`src/isb_map.svh`:
```
`ifndef ISB_MAP_SVH
`define ISB_MAP_SVH
// Wishbone byte offsets
`define ISB_WB_CFG_A        8'h00
`define ISB_WB_MODE         8'h04
`define ISB_WB_STATUS       8'h08
`define ISB_IO_BASE_RST     10'h300
`define ISB_MODE_RST        2'h0
// ISA I/O window offsets within the 32-byte block
`define ISB_IO_SMEM_ADDR    5'h00
`define ISB_IO_WIDTH_DET    5'h01
`define ISB_IO_WIN_LO       5
`define ISB_IO_WIN_HI       9
// Shared-memory window compare fields
`define ISB_SMEM_CMP_COMPAT 14
`define ISB_SMEM_CMP_ENH    16
`define ISB_SMEM_REG_LSB    12
`define ISB_SA_MSB          19
`define ISB_COMPAT_OFF_MSB  13
`define ISB_FIFO_DEPTH      4
`define ISB_FIFO_PW         2
`endif

```
`src/isb_pkg.sv`:
```
package isb_pkg;
  // Bus interface modes
  typedef enum logic [1:0] {
    ISB_SMEM_COMPAT = 2'b00,
    ISB_SMEM_ENH    = 2'b01,
    ISB_IOP_COMPAT  = 2'b10,
    ISB_IOP_ENH     = 2'b11
  } isb_mode_t;

  // Host memory cycle states
  typedef enum logic [1:0] {
    ISB_H_IDLE = 2'b00,
    ISB_H_WAIT = 2'b01,
    ISB_H_DATA = 2'b10,
    ISB_H_HOLD = 2'b11
  } isb_hstate_t;

  // Core buffer request
  typedef struct packed {
    logic        we;
    logic [15:0] addr;
    logic [15:0] wdata;
  } isb_core_req_t;
endpackage

```
`src/isb_fifo.sv`:
```
`include "isb_map.svh"
module isb_fifo
  import isb_pkg::*;
(
  input  wire logic          core_clk_i,
  input  wire logic          rst_i,
  input  wire logic          ce_i,
  input  wire logic          in_valid_i,
  output logic               in_ready_o,
  input  isb_core_req_t      in_data_i,
  output logic               out_valid_o,
  input  wire logic          out_ready_i,
  output isb_core_req_t      out_data_o
);
  isb_core_req_t            mem [`ISB_FIFO_DEPTH];
  logic [`ISB_FIFO_PW-1:0]  wr_ptr;
  logic [`ISB_FIFO_PW-1:0]  rd_ptr;
  logic [`ISB_FIFO_PW:0]    count;
  logic                     push;
  logic                     pop;

  // Honest full and empty from the fill count
  assign in_ready_o  = (count != (`ISB_FIFO_PW+1)'(`ISB_FIFO_DEPTH));
  assign out_valid_o = (count != '0);
  assign out_data_o  = mem[rd_ptr];
  assign push        = in_valid_i & in_ready_o;
  assign pop         = out_valid_o & out_ready_i;

  // Storage, no reset needed on data
  always_ff @(posedge core_clk_i) begin
    if (ce_i && push) begin
      mem[wr_ptr] <= in_data_i;
    end
  end

  // Pointers and count
  always_ff @(posedge core_clk_i or posedge rst_i) begin
    if (rst_i) begin
      wr_ptr <= '0;
      rd_ptr <= '0;
      count  <= '0;
    end else if (ce_i) begin
      if (push) wr_ptr <= wr_ptr + 1'b1;
      if (pop) rd_ptr <= rd_ptr + 1'b1;
      if (push && !pop) count <= count + 1'b1;
      else if (pop && !push) count <= count - 1'b1;
    end
  end
endmodule // isb_fifo

```
`src/isb_top.sv`:
```
// Design decisions made here: the register offsets and the Wishbone register port.
`include "isb_map.svh"
module isb_top
  import isb_pkg::*;
(
  input  wire logic          core_clk_i,
  input  wire logic          rst_i,
  input  wire logic          ce_i,
  input  wire logic          data_width_select_i,
  // Wishbone slave
  input  wire logic          wb_cyc_i,
  input  wire logic          wb_stb_i,
  input  wire logic          wb_we_i,
  input  wire logic [7:0]    wb_adr_i,
  input  wire logic [3:0]    wb_sel_i,
  input  wire logic [31:0]   wb_dat_i,
  output logic [31:0]        wb_dat_o,
  output logic               wb_ack_o,
  // ISA host bus
  input  wire logic [19:0]   isa_sa_i,
  input  wire logic          isa_memr_n_i,
  input  wire logic          isa_memw_n_i,
  input  wire logic          isa_ior_n_i,
  input  wire logic          isa_iow_n_i,
  input  wire logic [15:0]   isa_sd_i,
  output logic [15:0]        isa_sd_o,
  output logic               isa_sd_oe_o,
  output logic               isa_chrdy_o,
  output logic               isa_chrdy_oe_o,
  // Controller core buffer port
  input  wire logic          core_valid_i,
  input  isb_core_req_t      core_req_i,
  output logic               core_ready_o,
  output logic [15:0]        core_rdata_o,
  output logic               core_rvalid_o,
  // External packet buffer RAM
  output logic [14:0]        ram_addr_o,
  output logic               ram_we_o,
  output logic               ram_cs_lo_o,
  output logic               ram_cs_hi_o,
  output logic [15:0]        ram_wdata_o,
  input  wire logic [15:0]   ram_rdata_i
);
  logic                 width16;
  logic                 strap_taken;
  logic [9:0]           io_base;
  isb_mode_t            mode;
  logic [7:0]           smem_addr;
  logic                 smem_valid;
  isb_hstate_t          hstate;
  isb_hstate_t          next_hstate;
  logic                 iow_seen;
  logic                 ior_seen;
  logic                 core_rd_pend;
  isb_core_req_t        fifo_out;
  logic                 fifo_valid;
  logic                 core_issue;
  logic                 host_issue;
  logic                 mem_mode;
  logic                 smem_hit;
  logic                 mem_sel;
  logic                 io_hit;
  logic [4:0]           io_off;
  logic [15:0]          host_off;
  logic [14:0]          host_ram_addr;
  logic [14:0]          core_ram_addr;
  logic [15:0]          host_wdata;
  logic [15:0]          core_wdata;
  logic [7:0]           io_rd_val;
  logic                 wb_req;
  logic [31:0]          wb_rd_val;

  // Width strap caught once after reset release, then frozen
  always_ff @(posedge core_clk_i or posedge rst_i) begin
    if (rst_i) begin
      width16     <= 1'b0;
      strap_taken <= 1'b0;
    end else if (ce_i && !strap_taken) begin
      width16     <= data_width_select_i; // High in 16-bit slot
      strap_taken <= 1'b1;                // Pulled-down pin reads low
    end
  end

  // Core requests queue ahead of the RAM so host stalls do not drop them
  isb_fifo u_core_fifo (
    .core_clk_i  (core_clk_i),
    .rst_i       (rst_i),
    .ce_i        (ce_i),
    .in_valid_i  (core_valid_i),
    .in_ready_o  (core_ready_o),
    .in_data_i   (core_req_i),
    .out_valid_o (fifo_valid),
    .out_ready_i (1'b1),
    .out_data_o  (fifo_out)
  );

  // Mode decode: memory window only in the shared-memory modes
  assign mem_mode = (mode == ISB_SMEM_COMPAT) || (mode == ISB_SMEM_ENH);

  // Window compare: compat maps 16 KB, enhanced maps 64 KB
  always_comb begin
    if (mode == ISB_SMEM_COMPAT) begin
      smem_hit = isa_sa_i[`ISB_SA_MSB:`ISB_SMEM_CMP_COMPAT] ==
                 smem_addr[7:`ISB_SMEM_CMP_COMPAT-`ISB_SMEM_REG_LSB];
      host_off = {2'b00, isa_sa_i[`ISB_COMPAT_OFF_MSB:0]};
    end else begin
      smem_hit = isa_sa_i[`ISB_SA_MSB:`ISB_SMEM_CMP_ENH] ==
                 smem_addr[7:`ISB_SMEM_CMP_ENH-`ISB_SMEM_REG_LSB];
      host_off = isa_sa_i[15:0];
    end
  end

  // Buffer decoded only once its address register has been written
  assign mem_sel = mem_mode && smem_valid && strap_taken && smem_hit &&
                   (!isa_memr_n_i || !isa_memw_n_i);

  // Registers live in I/O space at the configured base
  assign io_hit = isa_sa_i[`ISB_IO_WIN_HI:`ISB_IO_WIN_LO] ==
                  io_base[`ISB_IO_WIN_HI:`ISB_IO_WIN_LO];
  assign io_off = isa_sa_i[`ISB_IO_WIN_LO-1:0];

  // Word addressing in 16-bit mode, byte addressing in 8-bit mode
  assign host_ram_addr = width16 ? host_off[15:1] : host_off[14:0];
  assign core_ram_addr = width16 ? fifo_out.addr[15:1] : fifo_out.addr[14:0];
  assign host_wdata    = width16 ? isa_sd_i : {8'h00, isa_sd_i[7:0]};
  assign core_wdata    = width16 ? fifo_out.wdata : {8'h00, fifo_out.wdata[7:0]};

  // Core always wins the RAM; host only when the queue is empty
  assign core_issue = fifo_valid;
  assign host_issue = (hstate == ISB_H_WAIT) && !fifo_valid;

  // One RAM access per cycle, registered outputs
  always_ff @(posedge core_clk_i or posedge rst_i) begin
    if (rst_i) begin
      ram_addr_o  <= '0;
      ram_we_o    <= 1'b0;
      ram_cs_lo_o <= 1'b0;
      ram_cs_hi_o <= 1'b0;
      ram_wdata_o <= '0;
    end else if (ce_i) begin
      ram_we_o    <= 1'b0;
      ram_cs_lo_o <= 1'b0;
      ram_cs_hi_o <= 1'b0;
      if (core_issue) begin
        ram_addr_o  <= core_ram_addr;
        ram_we_o    <= fifo_out.we;
        ram_cs_lo_o <= 1'b1;
        ram_cs_hi_o <= width16; // Upper RAM only in 16-bit mode
        ram_wdata_o <= core_wdata;
      end else if (host_issue) begin
        ram_addr_o  <= host_ram_addr;
        ram_we_o    <= !isa_memw_n_i;
        ram_cs_lo_o <= 1'b1;
        ram_cs_hi_o <= width16;
        ram_wdata_o <= host_wdata;
      end
    end
  end

  // Core read data returns the cycle after the RAM strobe
  always_ff @(posedge core_clk_i or posedge rst_i) begin
    if (rst_i) begin
      core_rd_pend  <= 1'b0;
      core_rdata_o  <= '0;
      core_rvalid_o <= 1'b0;
    end else if (ce_i) begin
      core_rd_pend  <= core_issue && !fifo_out.we;
      core_rvalid_o <= core_rd_pend;
      if (core_rd_pend) begin
        core_rdata_o <= width16 ? ram_rdata_i : {8'h00, ram_rdata_i[7:0]};
      end
    end
  end

  // Host memory cycle sequencing
  always_comb begin
    next_hstate = hstate;
    unique case (hstate)
      ISB_H_IDLE: if (mem_sel) next_hstate = ISB_H_WAIT;
      ISB_H_WAIT: begin
        if (!mem_sel) next_hstate = ISB_H_IDLE; // Host gave up
        else if (host_issue) next_hstate = ISB_H_DATA;
      end
      ISB_H_DATA: next_hstate = ISB_H_HOLD;
      ISB_H_HOLD: if (isa_memr_n_i && isa_memw_n_i) next_hstate = ISB_H_IDLE;
    endcase
  end

  always_ff @(posedge core_clk_i or posedge rst_i) begin
    if (rst_i) begin
      hstate <= ISB_H_IDLE;
    end else if (ce_i) begin
      hstate <= next_hstate;
    end
  end

  // Hold the host off until its access has been served
  assign isa_chrdy_o    = 1'b0;
  assign isa_chrdy_oe_o = (hstate == ISB_H_IDLE && mem_sel) ||
                          hstate == ISB_H_WAIT || hstate == ISB_H_DATA;

  // Strobe edge trackers so one I/O cycle acts once
  always_ff @(posedge core_clk_i or posedge rst_i) begin
    if (rst_i) begin
      iow_seen <= 1'b0;
      ior_seen <= 1'b0;
    end else if (ce_i) begin
      iow_seen <= !isa_iow_n_i;
      ior_seen <= !isa_ior_n_i;
    end
  end

  // Shared-memory address register, written by the host over I/O
  always_ff @(posedge core_clk_i or posedge rst_i) begin
    if (rst_i) begin
      smem_addr  <= '0;
      smem_valid <= 1'b0;
    end else if (ce_i) begin
      if (!isa_iow_n_i && !iow_seen && io_hit && mem_mode &&
          io_off == `ISB_IO_SMEM_ADDR) begin
        smem_addr  <= isa_sd_i[7:0];
        smem_valid <= 1'b1; // Opens the buffer window
      end
    end
  end

  // I/O read values; width detect LSB shows 16-bit mode
  always_comb begin
    io_rd_val = 8'h00;
    if (io_off == `ISB_IO_SMEM_ADDR) io_rd_val = smem_addr;
    else if (io_off == `ISB_IO_WIDTH_DET) io_rd_val = {7'h00, width16};
  end

  // Host data bus: I/O register reads and captured buffer reads
  always_ff @(posedge core_clk_i or posedge rst_i) begin
    if (rst_i) begin
      isa_sd_o <= '0;
    end else if (ce_i) begin
      if (!isa_ior_n_i && !ior_seen && io_hit) begin
        isa_sd_o <= {8'h00, io_rd_val};
      end else if (hstate == ISB_H_DATA) begin
        isa_sd_o <= width16 ? ram_rdata_i : {8'h00, ram_rdata_i[7:0]};
      end
    end
  end

  // Drive only during a decoded read, after data is ready
  assign isa_sd_oe_o = (!isa_ior_n_i && ior_seen && io_hit) ||
                       (hstate == ISB_H_HOLD && !isa_memr_n_i);

  // Wishbone: ack one cycle after request, writes land on the ack edge
  assign wb_req = wb_cyc_i && wb_stb_i;

  always_ff @(posedge core_clk_i or posedge rst_i) begin
    if (rst_i) begin
      wb_ack_o <= 1'b0;
    end else if (ce_i) begin
      wb_ack_o <= wb_req && !wb_ack_o;
    end
  end

  // Configuration writes; byte lanes honoured
  always_ff @(posedge core_clk_i or posedge rst_i) begin
    if (rst_i) begin
      io_base <= `ISB_IO_BASE_RST;
      mode    <= isb_mode_t'(`ISB_MODE_RST);
    end else if (ce_i && wb_req && wb_we_i && wb_ack_o) begin
      if (wb_adr_i == `ISB_WB_CFG_A) begin
        if (wb_sel_i[0]) io_base[7:0] <= wb_dat_i[7:0];
        if (wb_sel_i[1]) io_base[9:8] <= wb_dat_i[9:8];
      end
      if (wb_adr_i == `ISB_WB_MODE && wb_sel_i[0]) begin
        mode <= isb_mode_t'(wb_dat_i[1:0]);
      end
    end
  end

  // Read mux; unmapped offsets read zero
  always_comb begin
    wb_rd_val = 32'h0000_0000;
    unique case (wb_adr_i)
      `ISB_WB_CFG_A:  wb_rd_val = {22'h00_0000, io_base};
      `ISB_WB_MODE:   wb_rd_val = {30'h0000_0000, mode};
      `ISB_WB_STATUS: wb_rd_val = {16'h0000, smem_addr, 4'h0,
                                   isa_chrdy_oe_o, fifo_valid,
                                   smem_valid, width16};
      default:        wb_rd_val = 32'h0000_0000;
    endcase
  end

  always_ff @(posedge core_clk_i or posedge rst_i) begin
    if (rst_i) begin
      wb_dat_o <= '0;
    end else if (ce_i && wb_req && !wb_ack_o) begin
      wb_dat_o <= wb_rd_val;
    end
  end
endmodule // isb_top

```
`config.mk`:
```
export PLATFORM = sky130hd
export DESIGN_NAME = isb_top
export DESIGN_NICKNAME = d
export VERILOG_FILES = /design/src/isb_pkg.sv /design/src/isb_fifo.sv /design/src/isb_top.sv
export VERILOG_INCLUDE_DIRS = /design/src
export SDC_FILE = /design/constraint.sdc
export NUM_CORES = 1
export LEC_CHECK = 0
export ABC_AREA = 0
export BUFFER_PORTS_ARGS = -buffer_cell sky130_fd_sc_hd__buf_2
export CAP_MARGIN = 15
export CORE_UTILIZATION = 45
export DETAILED_ROUTE_END_ITERATION = 10
export PLACE_DENSITY = 0.71
export SYNTH_ARGS = -nofsm -noshare
export SYNTH_HDL_FRONTEND = slang
export SYNTH_SLANG_ARGS = --single-unit
```
`constraint.sdc`:
```
create_clock -name core_clk_i -period 3.05 [get_ports core_clk_i]
set_input_delay 0.1525 -clock core_clk_i [delete_from_list [all_inputs] [get_ports core_clk_i]]
set_output_delay 0.1525 -clock core_clk_i [all_outputs]
set_load 0.03 [all_outputs]
```
==> flow_metrics.env <==
export IMPL_outcome="completed"
export IMPL_grt_pass1_wl_um=41100
export IMPL_rsz0062_at_grt="false"
export IMPL_layout_commonest_cell="buf_2"
export IMPL_core_area_um2=23400
export IMPL_syn_to_final_growth_pct=28.8
export IMPL_slew_violations=0
export IMPL_power_mw=11.0
export IMPL_clockBufferDepth=3
export IMPL_dieArea_um2=24400
export IMPL_path_class="reg2out"
export IMPL_wire_per_inst_um=19.0
export IMPL_r2r_cells=8
export IMPL_r2r_slack_ps=800
export IMPL_synth_adder_area_share_pct=0.771
export IMPL_powerDensity_nw_per_um2=799
export IMPL_ys_seq_area_share_pct=64.8
export IMPL_timing_fmax_ghz=0.393
export IMPL_nets=1191
export IMPL_drc_errors=0
export IMPL_synth_edf_count=132
export IMPL_routed_wl_um=26400
export IMPL_final_cell_mix="buf_2, edfxtp_1, dfrtp_1, dlygate4sd3_1, o21ai_0"
export IMPL_ys_ff_latch=251
export IMPL_worstHoldPathType="in2reg"
export IMPL_crit_family="simple AND/OR/NAND/NOR gates"
export IMPL_cp_arrival_ps=2390
export IMPL_cp_max_fo=4
export IMPL_cts_hold_buf=82
export IMPL_ys_flop_type="edfxtp_1"
export IMPL_dieWidth_um=156
export IMPL_path_clk_slew_ps=60
export IMPL_r2r_end="u_core_fifo.count[2]"
export IMPL_worst_setup_path_start_kind="flop"
export IMPL_whs_path_depth=4
export IMPL_slowest_delay_ps=600
export IMPL_cp_depth=5
export IMPL_skew_ps=12.3
export IMPL_setup_tns_final_ps=0
export IMPL_worst_slew_pin_slew_ps=938
export IMPL_portBuffers=203
export IMPL_grt_pass1_vias=7439
export IMPL_grtUsageTotal_pct=22.1
export IMPL_syn_area_um2=10700
export IMPL_leakage_nw=5.82
export IMPL_final_hold_violation_count=0
export IMPL_finalSetupViolCount=0
export IMPL_pin_count=245
export IMPL_hold_end="ram_we_o"
export IMPL_required_ps=2900
export IMPL_synthCells=753
export IMPL_r2r_start="u_core_fifo.count[0]"
export IMPL_pre_cts_ws_ps=787
export IMPL_fin_cells=1387
export IMPL_finalCritPeriodShare_pct=83.3
export IMPL_initial_core_util_pct=45.8
export IMPL_gp_congestion=0.794
export IMPL_grt_overflow=0
export IMPL_clock_sinks=251
export IMPL_cts_buffers=27
export IMPL_die_h_um=156
export IMPL_slew_headroom_pct=37.3
export IMPL_fp_row_count=56
export IMPL_synth_xor_area_share_pct=1.39
export IMPL_path_cells="xor2_1, nor4_1, a311oi_1, a21oi_1, buf_2"
export IMPL_cts_root_buffer="clkbuf_16"
export IMPL_dp_cells=1252
export IMPL_antenna_found_initial=5
export IMPL_yosys_warnings=0
export IMPL_drive_gt1_share_pct=31.8
export IMPL_critPathBufInv=1
export IMPL_clk_latency_ps=530
export IMPL_cp_end_kind="output pin"
export IMPL_hpwl_um=17500
export IMPL_cts_setup_buffers=0
export IMPL_hp_start="isa_memw_n_i"
export IMPL_grt_max_degree=68
export IMPL_avgViaCountPerCell=5.24
export IMPL_synth_distinct_cells=56
export IMPL_synth_compound_area_share_pct=9.01
export IMPL_ir_drop_mv=0.679
export IMPL_first_pass_iters=4
export IMPL_ant_nets=0
export IMPL_syn_area_per_cell_um2=14.2
export IMPL_async_flop_share_pct=47.4
export IMPL_via_count=7265
export IMPL_period_minus_slack_ps=2540
export IMPL_muxShareOfSynthArea_pct=12.7
export IMPL_setup_ws_ps=508
export IMPL_maxCapViolCount=0
export IMPL_htree_levels=1
export IMPL_slowest_stage="nor4_1"
export IMPL_drt_iter0_drc=572
export IMPL_cts_tree="done"
export IMPL_synth_top_family_by_area="multiplexers"
export IMPL_post_cts_resized=0
export IMPL_synthSimpleGateAreaFrac_pct=7.21
==> final cells by class <==
cell class,instances,area [um2]
clock buffers,40,774
diodes,3,7.51
inverters,32,124
multi-input cells,427,3400
fillers,1892,9600
repair buffers,305,2060
flip-flops and latches,251,6950
clock inverters,10,85.1
well taps,319,399
==> Yosys cell counts (all sizes together) (7+ instances only) <==
| cell | count | area, um2 |
|---|---|---|
| a22o | 12 | 105 |
| xnor2 | 12 | 105 |
| mux2i | 30 | 300 |
| o22a | 12 | 105 |
| nand3 | 7 | 35.0 |
| inv | 32 | 120 |
| nor2b | 16 | 100 |
| buf | 32 | 214 |
| mux4 | 35 | 788 |
| nand2 | 57 | 214 |
| a222oi | 8 | 80.1 |
| o21ai | 60 | 300 |
| a21oi | 26 | 130 |
| o22ai | 11 | 68.8 |
| edfxtp | 132 | 3960 |
| clkbuf | 27 | 101 |
| a32o | 7 | 70.1 |
| dfrtp | 117 | 2930 |
| mux2 | 24 | 270 |
| nand2b | 14 | 87.6 |
| nor2 | 22 | 106 |
==> cells by family (layout without fill, tap and decap cells) <==
logic type	Yosys count	after routing
XOR/XNOR	17	17
other	1	20
adder cells (fa/ha/maj)	6	6
AND/OR/NAND/NOR	149	149
AO/OA/AOI/OAI	149	149
multiplexers	89	89
flip-flops	251	251
buffers and inverters	91	387
==> tightest hold or removal path: stages <==
cell	delay [ps]
buf_2	120
nor3_1	60
a21oi_1	120
a21oi_1	70
==> sequential cells by signal (all words and copies together) (netlist names), 2 cells and up, named ones only <==
register            flops
mode                    2
io_base                10
ram_addr_o             15
wb_dat_o               16
u_core_fifo.count       3
smem_addr               8
u_core_fifo.wr_ptr      2
u_core_fifo.mem       132
u_core_fifo.rd_ptr      2
ram_wdata_o            16
isa_sd_o               16
core_rdata_o           16
==> metal layers <==
layer / vias to the layer above / global-route usage (%) / routed length [um]
li1: 3370 / - / -
met5: - / 0 / 22
met4: 4 / 5.28 / 416
met1: 3610 / 28.4 / 11100
met3: 40 / 4.85 / 1820
met2: 241 / 37.9 / 13000
==> power breakdown <==
group / internal [mW] / switching [mW] / total [mW] / leakage (nW)
Sequential: 4.16 / 0.323 / 4.49 / 2.69
Combinational: 1.36 / 2.04 / 3.40 / 2.72
Clock: 1.84 / 1.30 / 3.14 / 0.416
==> through the flow <==
stage                     utilization, %  hold slack (ps)  instance area (um2)
after floorplan                        -              245                10800
after global placement              51.7              238                12100
after detailed placement            51.7              245                12100
after CTS                           58.9             15.3                13800
after global routing                59.0             60.6                13800
final                               59.0             46.9                13800
==> worst max path at each step <==
stage                                    start              endpoint
after floorplan           u_core_fifo.count[0]  u_core_fifo.count[2]
after CTS                         smem_addr[7]        isa_chrdy_oe_o
after global placement    u_core_fifo.count[0]  u_core_fifo.count[2]
final                             smem_addr[7]        isa_chrdy_oe_o
after global routing              smem_addr[7]        isa_chrdy_oe_o
after detailed placement  u_core_fifo.count[0]  u_core_fifo.count[2]
Note: power is estimated with default switching activity, not from simulation.
